`config.mk`:
```
export PLATFORM = sky130hd
export DESIGN_NAME = cbes_top
export DESIGN_NICKNAME = d
export VERILOG_FILES = /design/src/cbes_pkg.sv /design/src/cbes_top.sv /design/src/cbes_divider.sv
export SDC_FILE = /design/constraint.sdc
export NUM_CORES = 1
export LEC_CHECK = 0
export ABC_AREA = 1
export BUFFER_PORTS_ARGS = -buffer_cell sky130_fd_sc_hd__buf_2
export CAP_MARGIN = 20
export CORE_MARGIN = 2
export CORE_UTILIZATION = 50
export CTS_CLUSTER_DIAMETER = 40
export DETAILED_ROUTE_END_ITERATION = 16
export GPL_ROUTABILITY_DRIVEN = 0
export PLACE_DENSITY_LB_ADDON = 0.2
export SLEW_MARGIN = 10
export SYNTH_ARGS = -nofsm -noshare
export SYNTH_HDL_FRONTEND = slang
export SYNTH_SLANG_ARGS = --single-unit
```
`constraint.sdc`:
```
create_clock -name clock_i -period 4.8 [get_ports clock_i]
set_input_delay 0 -clock clock_i [delete_from_list [all_inputs] [get_ports clock_i]]
set_output_delay 0 -clock clock_i [all_outputs]
set_load 0.01 [all_outputs]
```
`src/cbes_pkg.sv`:
```
// Purpose: Shared constants and types for the clock buffer enable sequencer.
// Assumes: A 20 MHz system clock stands for the sampled input clock domain.
// Notes: Mode-select encoding is a plain two-bit code per three-level input.
`default_nettype none
package cbes_pkg;
  localparam int unsigned CLK_PERIOD_NS = 50;
  // Longest settling interval after enable, in nanoseconds (rounded down).
  localparam int unsigned SETTLE_MAX_NS = 1000;
  localparam int unsigned SETTLE_CYCLES =
    (SETTLE_MAX_NS / CLK_PERIOD_NS) < 1 ? 1 : (SETTLE_MAX_NS / CLK_PERIOD_NS);
  // Typical turn-off time once a falling enable is latched, in nanoseconds.
  localparam int unsigned DISABLE_TYP_NS = 10;
  localparam int unsigned DISABLE_CYCLES =
    (DISABLE_TYP_NS / CLK_PERIOD_NS) < 1 ? 1 : (DISABLE_TYP_NS / CLK_PERIOD_NS);
  localparam int unsigned CNT_W = 8;
  localparam int unsigned DIV_W = 4;
  // Each three-level select input arrives as a two-bit code: low, mid, high.
  localparam logic [1:0] SEL_LOW = 2'h0;
  localparam logic [1:0] SEL_MID = 2'h1;
  localparam logic [1:0] SEL_HIGH = 2'h2;
  localparam logic [DIV_W-1:0] DIV_RESET = 4'h0;
  typedef enum logic [1:0] {
    ST_OFF,
    ST_SETTLE,
    ST_LOW,
    ST_RUN
  } cbes_state_type;
endpackage
`default_nettype wire

```
`src/cbes_top.sv`:
```
// Purpose: Enable sequencing of a clock fan-out buffer with an output divider.
// Assumes: All inputs are synchronous to clock_i; clock_in_i is the sampled input clock.
// Notes: Tri-state pins appear as value plus output enable; the bench checks the value and the enable separately.
`default_nettype none
// Overview of operation
// - Enable low puts every driver high-impedance.
// - Disabled: select inputs ignored and powered down.
// - Disabled: all flip-flops and divider held reset, except the enable and input clock latches, which still follow enable_i and clock_in_i.
// - After enable, settle at most 1 us.
// - Settling: differential legs high, single-ended undefined.
// - After settling, outputs go low first.
// - Output transitions resynchronized to input clock edges.
// - Single stage enabled: true leg starts undefined.
// - Complementary leg inverse of true leg, except both high while settling.
// - Undivided output follows input at first rise.
// - Newly enabled driver shows running divider state.
// - Driver enable never resets the divider.
// - Latched falling enable turns outputs off quickly.
module cbes_top #(
  parameter int unsigned SETTLE_CYC = cbes_pkg::SETTLE_CYCLES,
  parameter int unsigned DIV_W = cbes_pkg::DIV_W
) (
  input wire logic clock_i, // System clock, 20 MHz.
  input wire logic reset_i, // Synchronous reset, active high.
  input wire logic enable_i, // Global output enable.
  input wire logic clock_in_i, // Sampled buffered input clock level.
  input wire logic [1:0] output_mode_select_low, // Three-level select code.
  input wire logic [1:0] output_mode_select_high, // Three-level select code.
  output logic diff_clock_out_true, // Differential true leg.
  output logic diff_clock_out_comp, // Differential complementary leg.
  output logic diff_oe_o, // Differential driver enable.
  output logic single_ended_clock_out, // Single-ended output.
  output logic se_oe_o, // Single-ended driver enable.
  output logic settling_o // Settling interval in progress.
);
  typedef struct packed {
    cbes_pkg::cbes_state_type st;
    logic [cbes_pkg::CNT_W-1:0] cnt;
    logic en_l;
    logic clk_l;
    logic [1:0] sel_lo;
    logic [1:0] sel_hi;
    logic yt;
    logic yc;
    logic doe;
    logic ys;
    logic soe;
    logic settle;
  } cbes_top_type;

  cbes_top_type s_q;
  cbes_top_type s_d;
  logic [DIV_W-1:0] div_cnt;
  logic div_clear;
  logic rise;
  logic [DIV_W-1:0] div_nxt;
  localparam int SETTLE_BOUND = int'(SETTLE_CYC);

  // Selected output level per mode; in the run state a high select disables that driver.
  function automatic logic pick(input logic [1:0] sel, input logic clk,
                                input logic [DIV_W-1:0] cnt);
    logic r;
    r = clk;
    unique case (sel)
      cbes_pkg::SEL_LOW: r = clk;
      cbes_pkg::SEL_MID: r = cnt[0];
      default: r = cnt[1];
    endcase
    return r;
  endfunction

  function automatic logic drv_on(input logic [1:0] sel);
    return sel != cbes_pkg::SEL_HIGH;
  endfunction

  assign rise = clock_in_i & ~s_q.clk_l & (s_q.st == cbes_pkg::ST_RUN);
  assign div_clear = ~s_q.en_l;
  // A divided output shows the count that the divider takes at this very edge, so a
  // driver that joins later sees the same state as one that has been running.
  assign div_nxt = div_cnt + {{(DIV_W-1){1'b0}}, rise};

  cbes_divider #(
    .DIV_W(DIV_W)
  ) i_cbes_divider (
    .clock_i(clock_i),
    .reset_i(reset_i),
    .clear_i(div_clear),
    .rise_i(rise),
    .count_o(div_cnt)
  );

  always_comb begin
    s_d = s_q;
    s_d.en_l = enable_i;
    s_d.clk_l = clock_in_i;
    if (!s_q.en_l) begin
      s_d.st = cbes_pkg::ST_OFF;
      s_d.cnt = '0;
      s_d.sel_lo = cbes_pkg::SEL_LOW;
      s_d.sel_hi = cbes_pkg::SEL_LOW;
      s_d.doe = 1'b0;
      s_d.soe = 1'b0;
      s_d.yt = 1'b0;
      s_d.yc = 1'b1;
      s_d.ys = 1'b0;
      s_d.settle = 1'b0;
    end else begin
      unique case (s_q.st)
        cbes_pkg::ST_OFF: begin
          s_d.st = cbes_pkg::ST_SETTLE;
          s_d.cnt = '0;
          s_d.settle = 1'b1;
          s_d.doe = 1'b1;
          s_d.soe = 1'b1;
          s_d.yt = 1'b1;
          s_d.yc = 1'b1;
        end
        cbes_pkg::ST_SETTLE: begin
          s_d.cnt = s_q.cnt + 8'h01;
          if (32'(s_q.cnt) + 32'd2 >= SETTLE_CYC) begin
            s_d.st = cbes_pkg::ST_LOW;
            s_d.settle = 1'b0;
            s_d.yt = 1'b0;
            s_d.yc = 1'b1;
            s_d.ys = 1'b0;
          end
        end
        cbes_pkg::ST_LOW: begin
          s_d.st = cbes_pkg::ST_RUN;
          s_d.sel_lo = output_mode_select_low;
          s_d.sel_hi = output_mode_select_high;
        end
        cbes_pkg::ST_RUN: begin
          s_d.sel_lo = output_mode_select_low;
          s_d.sel_hi = output_mode_select_high;
          s_d.doe = drv_on(s_q.sel_lo);
          s_d.soe = drv_on(s_q.sel_hi);
          // Levels change on latched input clock edges, and when a driver turns on.
          // A driver that just turned on shows the running divider at once, and it
          // still takes an input edge that falls in the same cycle.
          if (s_d.clk_l != s_q.clk_l || (!s_q.doe && drv_on(s_q.sel_lo))) begin
            s_d.yt = pick(s_q.sel_lo, s_d.clk_l, div_nxt);
          end
          if (s_d.clk_l != s_q.clk_l || (!s_q.soe && drv_on(s_q.sel_hi))) begin
            s_d.ys = pick(s_q.sel_hi, s_d.clk_l, div_nxt);
          end
          s_d.yc = ~s_d.yt;
        end
      endcase
    end
  end

  always_ff @(posedge clock_i) begin
    if (reset_i) begin
      s_q <= '{st: cbes_pkg::ST_OFF, cnt: '0, en_l: 1'b0, clk_l: 1'b0,
               sel_lo: cbes_pkg::SEL_LOW, sel_hi: cbes_pkg::SEL_LOW,
               yt: 1'b0, yc: 1'b1, doe: 1'b0, ys: 1'b0, soe: 1'b0, settle: 1'b0};
    end else begin
      s_q <= s_d;
    end
  end

  assign diff_clock_out_true = s_q.yt;
  assign diff_clock_out_comp = s_q.yc;
  assign diff_oe_o = s_q.doe;
  assign single_ended_clock_out = s_q.ys;
  assign se_oe_o = s_q.soe;
  assign settling_o = s_q.settle;

  a_off_hiz: assert property (@(posedge clock_i) disable iff (reset_i)
    !s_q.en_l |=> !diff_oe_o && !se_oe_o) else $error("drivers on while disabled");
  a_div_hold: assert property (@(posedge clock_i) disable iff (reset_i)
    !s_q.en_l |=> div_cnt == '0) else $error("divider not reset");
  a_settle_len: assert property (@(posedge clock_i) disable iff (reset_i)
    $rose(settling_o) |-> ##[1:SETTLE_BOUND] !settling_o) else $error("settle length");
  a_settle_high: assert property (@(posedge clock_i) disable iff (reset_i)
    settling_o |-> diff_clock_out_true && diff_clock_out_comp) else $error("legs not high");
  a_low_after: assert property (@(posedge clock_i) disable iff (reset_i)
    $fell(settling_o) && s_q.en_l |-> !diff_clock_out_true && !single_ended_clock_out)
    else $error("not low after settle");
  a_comp_inv: assert property (@(posedge clock_i) disable iff (reset_i)
    s_q.st == cbes_pkg::ST_RUN |-> diff_clock_out_comp == !diff_clock_out_true)
    else $error("comp not inverse");
  a_pass_follow: assert property (@(posedge clock_i) disable iff (reset_i)
    $changed(s_q.clk_l) && $past(s_q.st) == cbes_pkg::ST_RUN && $past(s_q.en_l) &&
    $past(s_q.sel_lo) == cbes_pkg::SEL_LOW |-> diff_clock_out_true == s_q.clk_l)
    else $error("undivided output not following input");
  a_sel_latch: assert property (@(posedge clock_i) disable iff (reset_i)
    s_q.st == cbes_pkg::ST_RUN && s_q.en_l |=>
    s_q.sel_lo == $past(output_mode_select_low) && s_q.sel_hi == $past(output_mode_select_high))
    else $error("select not latched");
  a_sel_ignored: assert property (@(posedge clock_i) disable iff (reset_i)
    !s_q.en_l |=> s_q.sel_lo == cbes_pkg::SEL_LOW) else $error("select used while off");
  a_off_fast: assert property (@(posedge clock_i) disable iff (reset_i)
    $fell(s_q.en_l) |=> s_q.st == cbes_pkg::ST_OFF) else $error("slow turn off");
  a_div_keep: assert property (@(posedge clock_i) disable iff (reset_i)
    ($rose(diff_oe_o) || $rose(se_oe_o)) && $past(s_q.st) == cbes_pkg::ST_RUN |->
    div_cnt == ($past(rise) ? $past(div_cnt) + {{(DIV_W-1){1'b0}}, 1'b1} : $past(div_cnt)))
    else $error("divider restarted");
  c_se_join: cover property (@(posedge clock_i) $rose(se_oe_o) && s_q.st == cbes_pkg::ST_RUN);
  c_enable_seq: cover property (@(posedge clock_i) $fell(settling_o) ##2 s_q.st == cbes_pkg::ST_RUN);
  c_disable: cover property (@(posedge clock_i) s_q.st == cbes_pkg::ST_RUN ##1 !s_q.en_l);
  c_div_run: cover property (@(posedge clock_i) rise && s_q.sel_lo == cbes_pkg::SEL_MID);
endmodule
`default_nettype wire

```
`src/cbes_divider.sv`:
```
// Purpose: Free-running output divider for the buffered clock.
// Assumes: Count advances on each rising edge of the sampled input clock seen in the run state.
// Notes: Only reset and the clear input restart the count; driver enables never do.
`default_nettype none
module cbes_divider #(
  parameter int unsigned DIV_W = cbes_pkg::DIV_W
) (
  input wire logic clock_i, // System clock.
  input wire logic reset_i, // Synchronous reset, active high.
  input wire logic clear_i, // Hold count at zero.
  input wire logic rise_i, // Rising input clock edge seen.
  output logic [DIV_W-1:0] count_o // Current divider state.
);
  typedef struct packed {
    logic [DIV_W-1:0] cnt;
  } cbes_div_type;
  cbes_div_type s_q;
  cbes_div_type s_d;

  always_comb begin
    s_d = s_q;
    if (clear_i) begin
      s_d.cnt = cbes_pkg::DIV_RESET;
    end else if (rise_i) begin
      s_d.cnt = s_q.cnt + {{(DIV_W-1){1'b0}}, 1'b1};
    end
  end

  always_ff @(posedge clock_i) begin
    if (reset_i) begin
      s_q <= '0;
    end else begin
      s_q <= s_d;
    end
  end

  assign count_o = s_q.cnt;
endmodule
`default_nettype wire

```
==> impl_metrics.env, run 1 <==
export IMPL_pwr_share_comb_pct=11.0
export IMPL_num_fill_cells=261
export IMPL_routed_wl_um=2840
export IMPL_io_buffers=13
export IMPL_setup_tns_ns=0
export IMPL_grt_pass1_vias=1213
export IMPL_final_cell_mix="nand2_1 (38), inv_1 (35), dfxtp_1 (24), nor2_1 (22), o21ai_0 (14)"
export IMPL_ant_nets=0
export IMPL_yosysTopAreaCell="dfxtp_1"
export IMPL_status="finished, final reports clean"
export IMPL_cts_buffers=3
export IMPL_grt_ovfl_total=0
export IMPL_hold_ws_ns=0.422
export IMPL_arrival_ns=2.24
export IMPL_root_buffer="clkbuf_4"
export IMPL_seqPwrFrac_pct=62.5
export IMPL_synth_seq_area_share_pct=34.3
export IMPL_cts_hold_buf=7
export IMPL_vias=1293
export IMPL_cts_resized=0
export IMPL_fin_crit_sh_pct=42.0
export IMPL_cts_max_level=1
export IMPL_critical_path_required_ns=5.02
export IMPL_critPathKind="flip-flop to flip-flop"
export IMPL_synthTopCellsByArea="dfxtp_1 (34%), nand2_1 (10%), ha_1 (9.8%), inv_1 (9.4%), nor2_1 (5.9%)"
export IMPL_drtIter0Drc=61
export IMPL_dieArea_sq_um=3240
export IMPL_synth_avg_cell_area_sq_um=6.93
export IMPL_p_sw_share_pct=24.5
export IMPL_drt_wirelength_per_cell_um=11.2
export IMPL_via_per_inst=5.09
export IMPL_grt_max_degree=14
export IMPL_grt_antenna_before_repair=0
export IMPL_synth_top_area_share_pct=34.3
export IMPL_p_sw_uw=80.3
export IMPL_n_antenna_cell=0
export IMPL_setup_violations_final=0
export IMPL_hold_class="primary input to flip-flop"
export IMPL_core_area_sq_um=2710
export IMPL_fin_skew_ns=0.00284
export IMPL_ys_warn_count=0
export IMPL_ir_worst_vdd_uv=161
export IMPL_final_common_cell="nand2_1"
export IMPL_cts_num_sinks=24
export IMPL_synth_cells=202
export IMPL_cts_tree="yes"
export IMPL_start_util_pct=51.7
export IMPL_rsz0062_at_grt="false"
export IMPL_path_clk_slew_ns=0.12
export IMPL_max_clock_freq_mhz=496
export IMPL_first_pass_iters=5
export IMPL_drc=0
export IMPL_syn_area_sq_um=1400
export IMPL_synth_seq_cells=24
export IMPL_p_leak_nw=0.696
export IMPL_cts_setup_buffers=0
export IMPL_fin_crit_ns=2.02
export IMPL_worstSetupEndpointType="flip-flop"
export IMPL_finalHoldViolCount=0
export IMPL_intPower_uw=247
export IMPL_power_density_nw_per_um2=206
export IMPL_cap_violations=0
export IMPL_synth_distinct_cells=27
export IMPL_clk_latency_ns=0.31
export IMPL_drive_gt1_share_pct=13.5
export IMPL_slew_headroom_pct=73.6
export IMPL_die_h_um=56.9
export IMPL_tightest_slew_ns=0.395
export IMPL_slew_violations=0
export IMPL_fp_dieW_um=56.9
export IMPL_rows=19
export IMPL_globalRouteTotalUtil_pct=19.3
export IMPL_ios=14
export IMPL_grt_pass1_wl_um=4990
export IMPL_nets=244
export IMPL_clock_power_share_pct=26.6
export IMPL_post_dp_hpwl_um=2160
export IMPL_synth_nets=221
export IMPL_syn_to_final_growth_pct=13.6
export IMPL_start_kind="flip-flop"
export IMPL_worstPathMaxFanout=10
export IMPL_clock_path_buffers=2
## worst max-delay path, cell delays in order (launching register included)
cell,delay [ns]
dfxtp_1,0.43
ha_1,0.38
nand2_1,0.11
inv_1,0.11
ha_1,0.25
a21oi_1,0.13
o21ai_0,0.09
nand3_1,0.08
nand2_1,0.07
nand2_1,0.08
nand2_2,0.04
nor2_1,0.10
nor2_1,0.05
## synth_stat cells
library cell,n
nand2_1,38
inv_1,35
dfxtp_1,24
nor2_1,22
o21ai_0,14
a21oi_1,13
nand3_1,13
ha_1,11
nand2_2,4
nor3_1,3
a211oi_1,2
a31oi_1,2
buf_2,2
inv_2,2
nand2_4,2
nor2_2,2
nor2_4,2
o21ai_1,2
a21oi_4,1
a221oi_1,1
clkbuf_1,1
nand4_1,1
o211ai_1,1
o21a_1,1
o22ai_1,1
o311a_1,1
or2_1,1
## per-stage QoR
step                instances  setup WS, ns  total power, mW  utilization, %  area [sq um]
finish                    254          2.78            0.328            58.7          1590
floorplan                 202          2.96            0.230               -          1400
CTS                       254          2.82            0.330            58.7          1590
global placement          244          2.95            0.240            55.3          1500
detailed placement        244          2.84            0.240            55.3          1500
global route              254          2.63            0.343            58.7          1590
## final cells by class
type	instances	area, sq um	area share [%]
clock buffers	3	22.5	1.42
inverters	37	139	8.73
multi-input cells	138	767	48.2
flip-flops and latches	24	480	30.2
well taps	31	38.8	2.44
repair buffers	21	143	8.97
## flip-flops by register name, summed over array words and instances (netlist names)
register / cells
s_q: 16
se_oe_o: 1
settling_o: 1
single_ended_clock_out: 1
diff_oe_o: 1
diff_clock_out_true: 1
diff_clock_out_comp: 1
i_cbes_divider.count_o: 2
## cell families after synthesis
family | after synthesis | share of synthesized area [%]
DFF | 24 | 34.3
adders and majority gates | 11 | 9.83
and+or+nand+nor | 88 | 28.6
buffers and inverters | 40 | 10.9
AOI/OAI and AO/OA | 39 | 16.4
## final timing paths
kind / startpoint / to / slack (ns) / cells after the start
max: s_q[20] / diff_clock_out_true / 2.78 / 12
min: reset_i / s_q[10] / 0.42 / 3
max reg2reg: s_q[20] / diff_clock_out_true / 2.78 / 12
min reg2reg: settling_o / settling_o / 0.47 / 2
## layer usage
metal  wire length [um]  global-route usage (%)  vias to the layer above
li1                   -                       -                      685
met1               1360                    24.4                      577
met2               1340                    32.0                       25
met3                 93                    3.23                        6
met4                 44                    8.64                        0
met5                  0                       0                        -
## power groups by stage
stage | Sequential [mW] | Combinational (mW) | Clock [mW]
after detailed placement | 0.209 | 0.0314 | 0
final | 0.205 | 0.0359 | 0.0870
after CTS | 0.205 | 0.0359 | 0.0892
after global placement | 0.209 | 0.0307 | 0
after floorplan | 0.209 | 0.0206 | 0
after global routing | 0.205 | 0.0413 | 0.0968
Note: power is estimated with default switching activity, not from simulation.
==> run 2, diff against run 1 <==
Settings changed: ABC_AREA 1 to 0.
Clock period 4.8 ns to 2.1 ns, I/O delays scaled along.
==> run 2 against run 1 <==
Global-route usage down 0.63 points. Clock skew up 0.0039 ns. Hold slack worse by 0.023 ns. Clock power rose to 3.8 times the previous value. Final cell count down 19%. Largest power group unchanged. Sequential power up 130%.
==> impl_metrics.env, run 2 <==
export IMPL_status="finished, final reports clean"
export IMPL_drc=0
export IMPL_synth_distinct_cells=38
export IMPL_post_dp_hpwl_um=1940
export IMPL_synthTopCellsByArea="dfxtp_1 (36%), ha_1 (10%), a21oi_1 (7.5%), o21ai_0 (5.2%), nor2_1 (4.2%)"
export IMPL_max_clock_freq_mhz=522
export IMPL_final_util_pct=61.5
export IMPL_arrival_ns=2.12
export IMPL_synth_avg_cell_area_sq_um=8.64
export IMPL_grt_antenna_before_repair=0
export IMPL_met1_usage_pct=25.9
export IMPL_synth_flop_cell="dfxtp_1"
export IMPL_worstHoldPathCells=3
export IMPL_slew_headroom_pct=70.3
export IMPL_dp_slack_ns=0.134
export IMPL_cts_num_sinks=24
export IMPL_fin_crit_ns=1.92
export IMPL_reg2regPathDepth=8
export IMPL_use_met2_pct=28.1
export IMPL_drt_wirelength_per_cell_um=13.7
export IMPL_core_area_sq_um=2500
export IMPL_cts_setup_buffers=0
export IMPL_placed_cell_area_sq_um=1410
export IMPL_start_kind="flip-flop"
export IMPL_grt_max_degree=20
export IMPL_synth_seq_area_share_pct=35.9
export IMPL_seqPwrFrac_pct=53.4
export IMPL_io_buffers=13
export IMPL_ys_warn_count=0
export IMPL_clock_path_buffers=2
export IMPL_fin_skew_ns=0.00673
export IMPL_synth_cells=155
export IMPL_regToRegEndpoint="diff_clock_out_true"
export IMPL_start_util_pct=53.6
export IMPL_clock_power_share_pct=38.1
export IMPL_final_common_cell="dfxtp_1"
export IMPL_synth_edf_count=0
export IMPL_worstPathMaxFanout=6
export IMPL_synth_nets=174
export IMPL_cap_violations=0
export IMPL_grt_ovfl_total=0
export IMPL_dieArea_sq_um=3110
export IMPL_muxShareOfSynthArea_pct=3.93
export IMPL_first_pass_iters=4
export IMPL_fp_dieW_um=55.7
export IMPL_drive_gt1_share_pct=17.6
export IMPL_path_clk_slew_ns=0.14
export IMPL_critical_path_required_ns=2.31
export IMPL_min_from="reset_i"
export IMPL_grt_busiest_layer="met2"
export IMPL_synthTopCellsByCount="dfxtp_1 (24), a21oi_1 (20), nor2_1 (15)"
export IMPL_die_h_um=55.7
export IMPL_synth_top_area_share_pct=35.9
export IMPL_root_buffer="clkbuf_4"
export IMPL_p_sw_share_pct=20.9
export IMPL_rsz0062_at_grt="false"
export IMPL_num_fill_cells=234
export IMPL_intPower_uw=691
export IMPL_slew_violations=0
export IMPL_synth_top_family_by_area="compound AO/OA/AOI/OAI gates"
export IMPL_ios=14
export IMPL_yosysTopAreaCell="dfxtp_1"
export IMPL_grt_pass1_vias=1040
export IMPL_critPathKind="flip-flop to flip-flop"
export IMPL_grt_util_met3_pct=2.09
export IMPL_cts_tree="yes"
export IMPL_pwr_share_comb_pct=8.5
export IMPL_fin_area_sq_um=1540
export IMPL_globalRouteTotalUtil_pct=18.6
export IMPL_power_density_nw_per_um2=568
export IMPL_reg2reg_slack_ns=0.18
export IMPL_grt_pass1_wl_um=4630
export IMPL_power_total_uw=874
export IMPL_min_to="s_q[10]"
export IMPL_rows=18
export IMPL_p_leak_nw=0.607
export IMPL_tightest_slew_ns=0.445
export IMPL_n_antenna_cell=0
export IMPL_regMostFlops="s_q"
export IMPL_p_sw_uw=183
export IMPL_cts_max_level=1
export IMPL_clk_latency_ns=0.31
export IMPL_syn_to_final_growth_pct=14.9
export IMPL_synth_most_common_cell="dfxtp_1"
export IMPL_r2r_start="s_q[20]"
export IMPL_finalHoldViolCount=0
export IMPL_setup_violations_final=0
export IMPL_ant_nets=0
export IMPL_largest_reg_flops=16
export IMPL_via_per_inst=5.56
export IMPL_ir_worst_vdd_uv=511
export IMPL_hold_class="primary input to flip-flop"
export IMPL_synth_fa_ha_area_share_pct=10.3
export IMPL_syn_area_sq_um=1340
export IMPL_synthArstFlopShare_pct=0
export IMPL_drtIter0Drc=33
export IMPL_cts_buffers=3
export IMPL_fin_crit_sh_pct=91.2
export IMPL_nets=196
export IMPL_worstSetupEndpointType="flip-flop"
export IMPL_vias=1146
export IMPL_synth_compound_area_share_pct=23.1
export IMPL_synth_seq_cells=24
export IMPL_setup_tns_ns=0
export IMPL_routed_wl_um=2830
export IMPL_final_cell_mix="dfxtp_1 (22), a21oi_1 (20), nor2_1 (15), o21ai_0 (13), buf_2 (13)"
export IMPL_timing_final_ws_setup_ns=0.184
export IMPL_yosys_area_share_simple_pct=18.1
export IMPL_synthXorXnorAreaFrac_pct=2.62
[run 2: cell types whose count changed after synthesis, moves of 3 or more]
cell     delta
nand3_1     -7
nor2_1      -7
nor3_1      -3
xnor2_1     +3
inv_1      -27
a21oi_1     +7
mux2i_1     +3
nor2b_1     +7
nand2_1    -29
nand2_2     -4
[run 2: final cells by class]
type                       count  area [sq um]  area share [%]
clock buffer                   3          22.5            1.46
multi-input combinational    117           777            50.5
sequential                    24           483            31.4
inverter                       8          30.0            1.95
timing repair buffer          23           158            10.3
tap                           30          37.5            2.44
clock inverter                 1          30.0            1.95
[run 2: cells by family (layout without fill, tap and decap cells)]
| logic type | Yosys count | after routing |
|---|---|---|
| DFF | 24 | 24 |
| adders and majority gates | 11 | 11 |
| and+or+nand+nor | 48 | 48 |
| muxes | 5 | 5 |
| AOI/OAI and AO/OA | 49 | 49 |
| buffers and inverters | 14 | 35 |
| xor gates and xnor gates | 4 | 4 |
[run 2: stage by stage]
step,hold slack (ns),instances
5_1_grt,0.383,206
3_3_place_gp,0.198,195
2_1_floorplan,0.0716,155
3_5_place_dp,0.204,195
4_1_cts,0.383,206
6_report,0.399,206
[run 2: metal layers]
metal	vias to the layer above	wire, um
li1	591	-
met1	529	1420
met2	18	1280
met3	8	57
met4	0	78
met5	-	0
[run 2: how the worst max path moves through the flow]
stage               startpoint                   to  slack, ns  cells past startpoint
finish                 s_q[20]  diff_clock_out_true       0.18                      8
global route           s_q[14]  diff_clock_out_true       0.02                      6
CTS                    s_q[20]  diff_clock_out_comp       0.12                      8
detailed placement     s_q[20]  diff_clock_out_comp       0.13                      8
global placement       s_q[20]  diff_clock_out_true       0.21                      8
floorplan              s_q[20]  diff_clock_out_comp       0.23                      8
[run 2: worst max-delay path, cell delays in order (launching register included)]
cell	delay, ns
dfxtp_2	0.37
ha_1	0.21
and2_1	0.19
ha_1	0.30
mux2i_1	0.13
mux2i_1	0.08
mux2_2	0.30
a21boi_4	0.16
a211oi_2	0.07
[run 2: timing repair]
action                                 in CTS  in global routing
hold buffers                                7                  0
setup endpoints to repair                   0                  1
gates resized for setup                     0                  3
endpoints found under the hold margin       7                  0
[run 2: power groups by stage]
stage	Combinational, mW	Sequential, mW	Clock [mW]
6_report	0.0740	0.467	0.333
5_1_grt	0.0815	0.468	0.364
4_1_cts	0.0727	0.467	0.346
3_5_place_dp	0.0627	0.477	0
3_3_place_gp	0.0607	0.476	0
2_1_floorplan	0.0450	0.478	0
==> run 3, diff against run 2 <==
Settings changed: SYNTH_HIERARCHICAL set to 1.
==> run 3 against run 2 <==
Via count is 1.1% higher. Non-clock buffer count unchanged. Core utilization rose by 0.29 points. Flip-flop and latch count is the same. Routed wire length up 1.6%.
==> impl_metrics.env, run 3 <==
export IMPL_status="finished, final reports clean"
export IMPL_grt_ovfl_total=0
export IMPL_start_kind="flip-flop"
export IMPL_cpLargestDelayFamily="adder cells"
export IMPL_reg2regPathDepth=8
export IMPL_nets=199
export IMPL_cts_max_level=1
export IMPL_post_dp_hpwl_um=2050
export IMPL_final_common_cell="dfxtp_1"
export IMPL_p_leak_nw=0.620
export IMPL_core_area_sq_um=2520
export IMPL_regToRegEndpoint="diff_clock_out_comp"
export IMPL_via_per_inst=5.57
export IMPL_timing_final_ws_setup_ns=0.125
export IMPL_final_cell_mix="dfxtp_1 (24), a21oi_1 (20), nor2_1 (16), o21ai_0 (14), buf_2 (13)"
export IMPL_io_buffers=13
export IMPL_clock_path_buffers=2
export IMPL_first_pass_iters=4
export IMPL_drt_wirelength_per_cell_um=13.8
export IMPL_ys_warn_count=6
export IMPL_worstSetupEndpointType="flip-flop"
export IMPL_critPathKind="flip-flop to flip-flop"
export IMPL_ir_worst_vdd_uv=409
export IMPL_fp_dieW_um=56.0
export IMPL_grt_max_degree=19
export IMPL_finalHoldViolCount=0
export IMPL_path_cells="ha_1, and2_1, ha_1, xnor2_2, mux2i_1, mux2_2, and3_1, o21ai_0"
export IMPL_drtIter0Drc=24
export IMPL_dp_cells=197
export IMPL_num_fill_cells=222
export IMPL_grt_antenna_before_repair=0
export IMPL_dieArea_sq_um=3140
export IMPL_path_clk_slew_ns=0.15
export IMPL_syn_area_sq_um=1350
export IMPL_cts_buffers=3
export IMPL_fin_crit_ns=1.97
export IMPL_power_density_nw_per_um2=570
export IMPL_slew_headroom_pct=76.1
export IMPL_worstPathMaxFanout=6
export IMPL_clk_latency_ns=0.33
export IMPL_drc=0
export IMPL_path_common_cell="ha_1"
export IMPL_cts_tree="yes"
export IMPL_rsz0062_at_grt="false"
export IMPL_fin_crit_sh_pct=94.0
export IMPL_fin_skew_ns=0.0101
export IMPL_setup_violations_final=0
export IMPL_grt_pass1_vias=1112
export IMPL_area_sequential_sq_um=480
export IMPL_ant_nets=0
export IMPL_n_antenna_cell=0
export IMPL_worstHoldPathCells=4
export IMPL_crit_path_max_incr_delay_ns=0.39
export IMPL_rows=18
export IMPL_drive_gt1_share_pct=16.9
export IMPL_cap_violations=0
export IMPL_globalRouteTotalUtil_pct=19.1
export IMPL_cp_buffers_inverters=0
export IMPL_power_total_uw=889
export IMPL_tightest_slew_ns=0.359
export IMPL_setup_tns_ns=0
export IMPL_slew_violations=0
export IMPL_start_util_pct=53.6
export IMPL_synth_avg_cell_area_sq_um=8.61
export IMPL_hold_class="primary input to flip-flop"
export IMPL_synth_nets=177
export IMPL_root_buffer="clkbuf_4"
export IMPL_reg2reg_slack_ns=0.13
export IMPL_regMostFlops="s_q"
export IMPL_slowest_stage="dfxtp_1"
export IMPL_min_to="single_ended_clock_out"
export IMPL_synth_cells=157
export IMPL_critical_path_required_ns=2.37
export IMPL_dp_slack_ns=0.151
export IMPL_largest_reg_flops=16
export IMPL_final_util_pct=61.8
export IMPL_r2r_start="s_q[20]"
export IMPL_max_clock_freq_mhz=506
export IMPL_final_cells=208
export IMPL_min_from="clock_in_i"
export IMPL_die_h_um=56.0
export IMPL_syn_to_final_growth_pct=15.3
export IMPL_routed_wl_um=2870
export IMPL_arrival_ns=2.25
export IMPL_ios=14
export IMPL_vias=1159
export IMPL_cts_num_sinks=24
export IMPL_grt_pass1_wl_um=4830
export IMPL_multi_input_comb_area_sq_um=797
-- run 3: through the flow --
stage / hold slack, ns / instance area (sq um)
floorplan: 0.0716 / 1350
global placement: 0.210 / 1430
detailed placement: 0.217 / 1430
CTS: 0.178 / 1550
global route: 0.234 / 1560
finish: 0.194 / 1560
-- run 3: report_power, final --
part	switching, mW	internal [mW]	leakage [nW]
logic	0.0383	0.0359	0.398
registers	0.00527	0.462	0.195
clock network	0.154	0.193	0.0279
-- run 3: metal layers --
layer,global-route usage (%),part of all wire (%),up-vias
met5,0,0,-
met4,8.84,2.1,0
met3,3.02,4.0,7
met2,31.1,44,24
met1,24.7,50,535
li1,-,-,593
-- run 3: final cells by class --
cell class,count,share of cell area [%]
well taps,30,2.41
clock buffers,3,1.44
clock inverters,1,1.93
multi-input cells,118,51.1
inverters,9,2.17
repair buffers,23,10.1
flip-flops and latches,24,30.8
-- run 3: worst max path at each step --
stage	start	end	slack, ns	cells past startpoint
6_report	s_q[20]	diff_clock_out_comp	0.13	8
5_1_grt	s_q[20]	diff_clock_out_comp	0.006	8
4_1_cts	s_q[20]	diff_clock_out_comp	0.09	8
3_5_place_dp	s_q[20]	diff_clock_out_comp	0.15	8
3_3_place_gp	s_q[20]	diff_clock_out_true	0.26	8
2_1_floorplan	s_q[20]	diff_clock_out_comp	0.07	9
-- run 3: worst min-delay path, delay by kind of cell --
kind                   cells  cell delay (ns)
multiplexers               2             0.28
buffers and inverters      1             0.12
AO/OA/AOI/OAI              1             0.10
-- run 3: repair_timing --
action | 4_1_cts | 5_1_grt
buffers inserted | 0 | 0
hold endpoints to repair | 9 | 0
hold buffers | 7 | 0
gates resized for setup | 0 | 1
endpoints found under the setup margin | 0 | 1
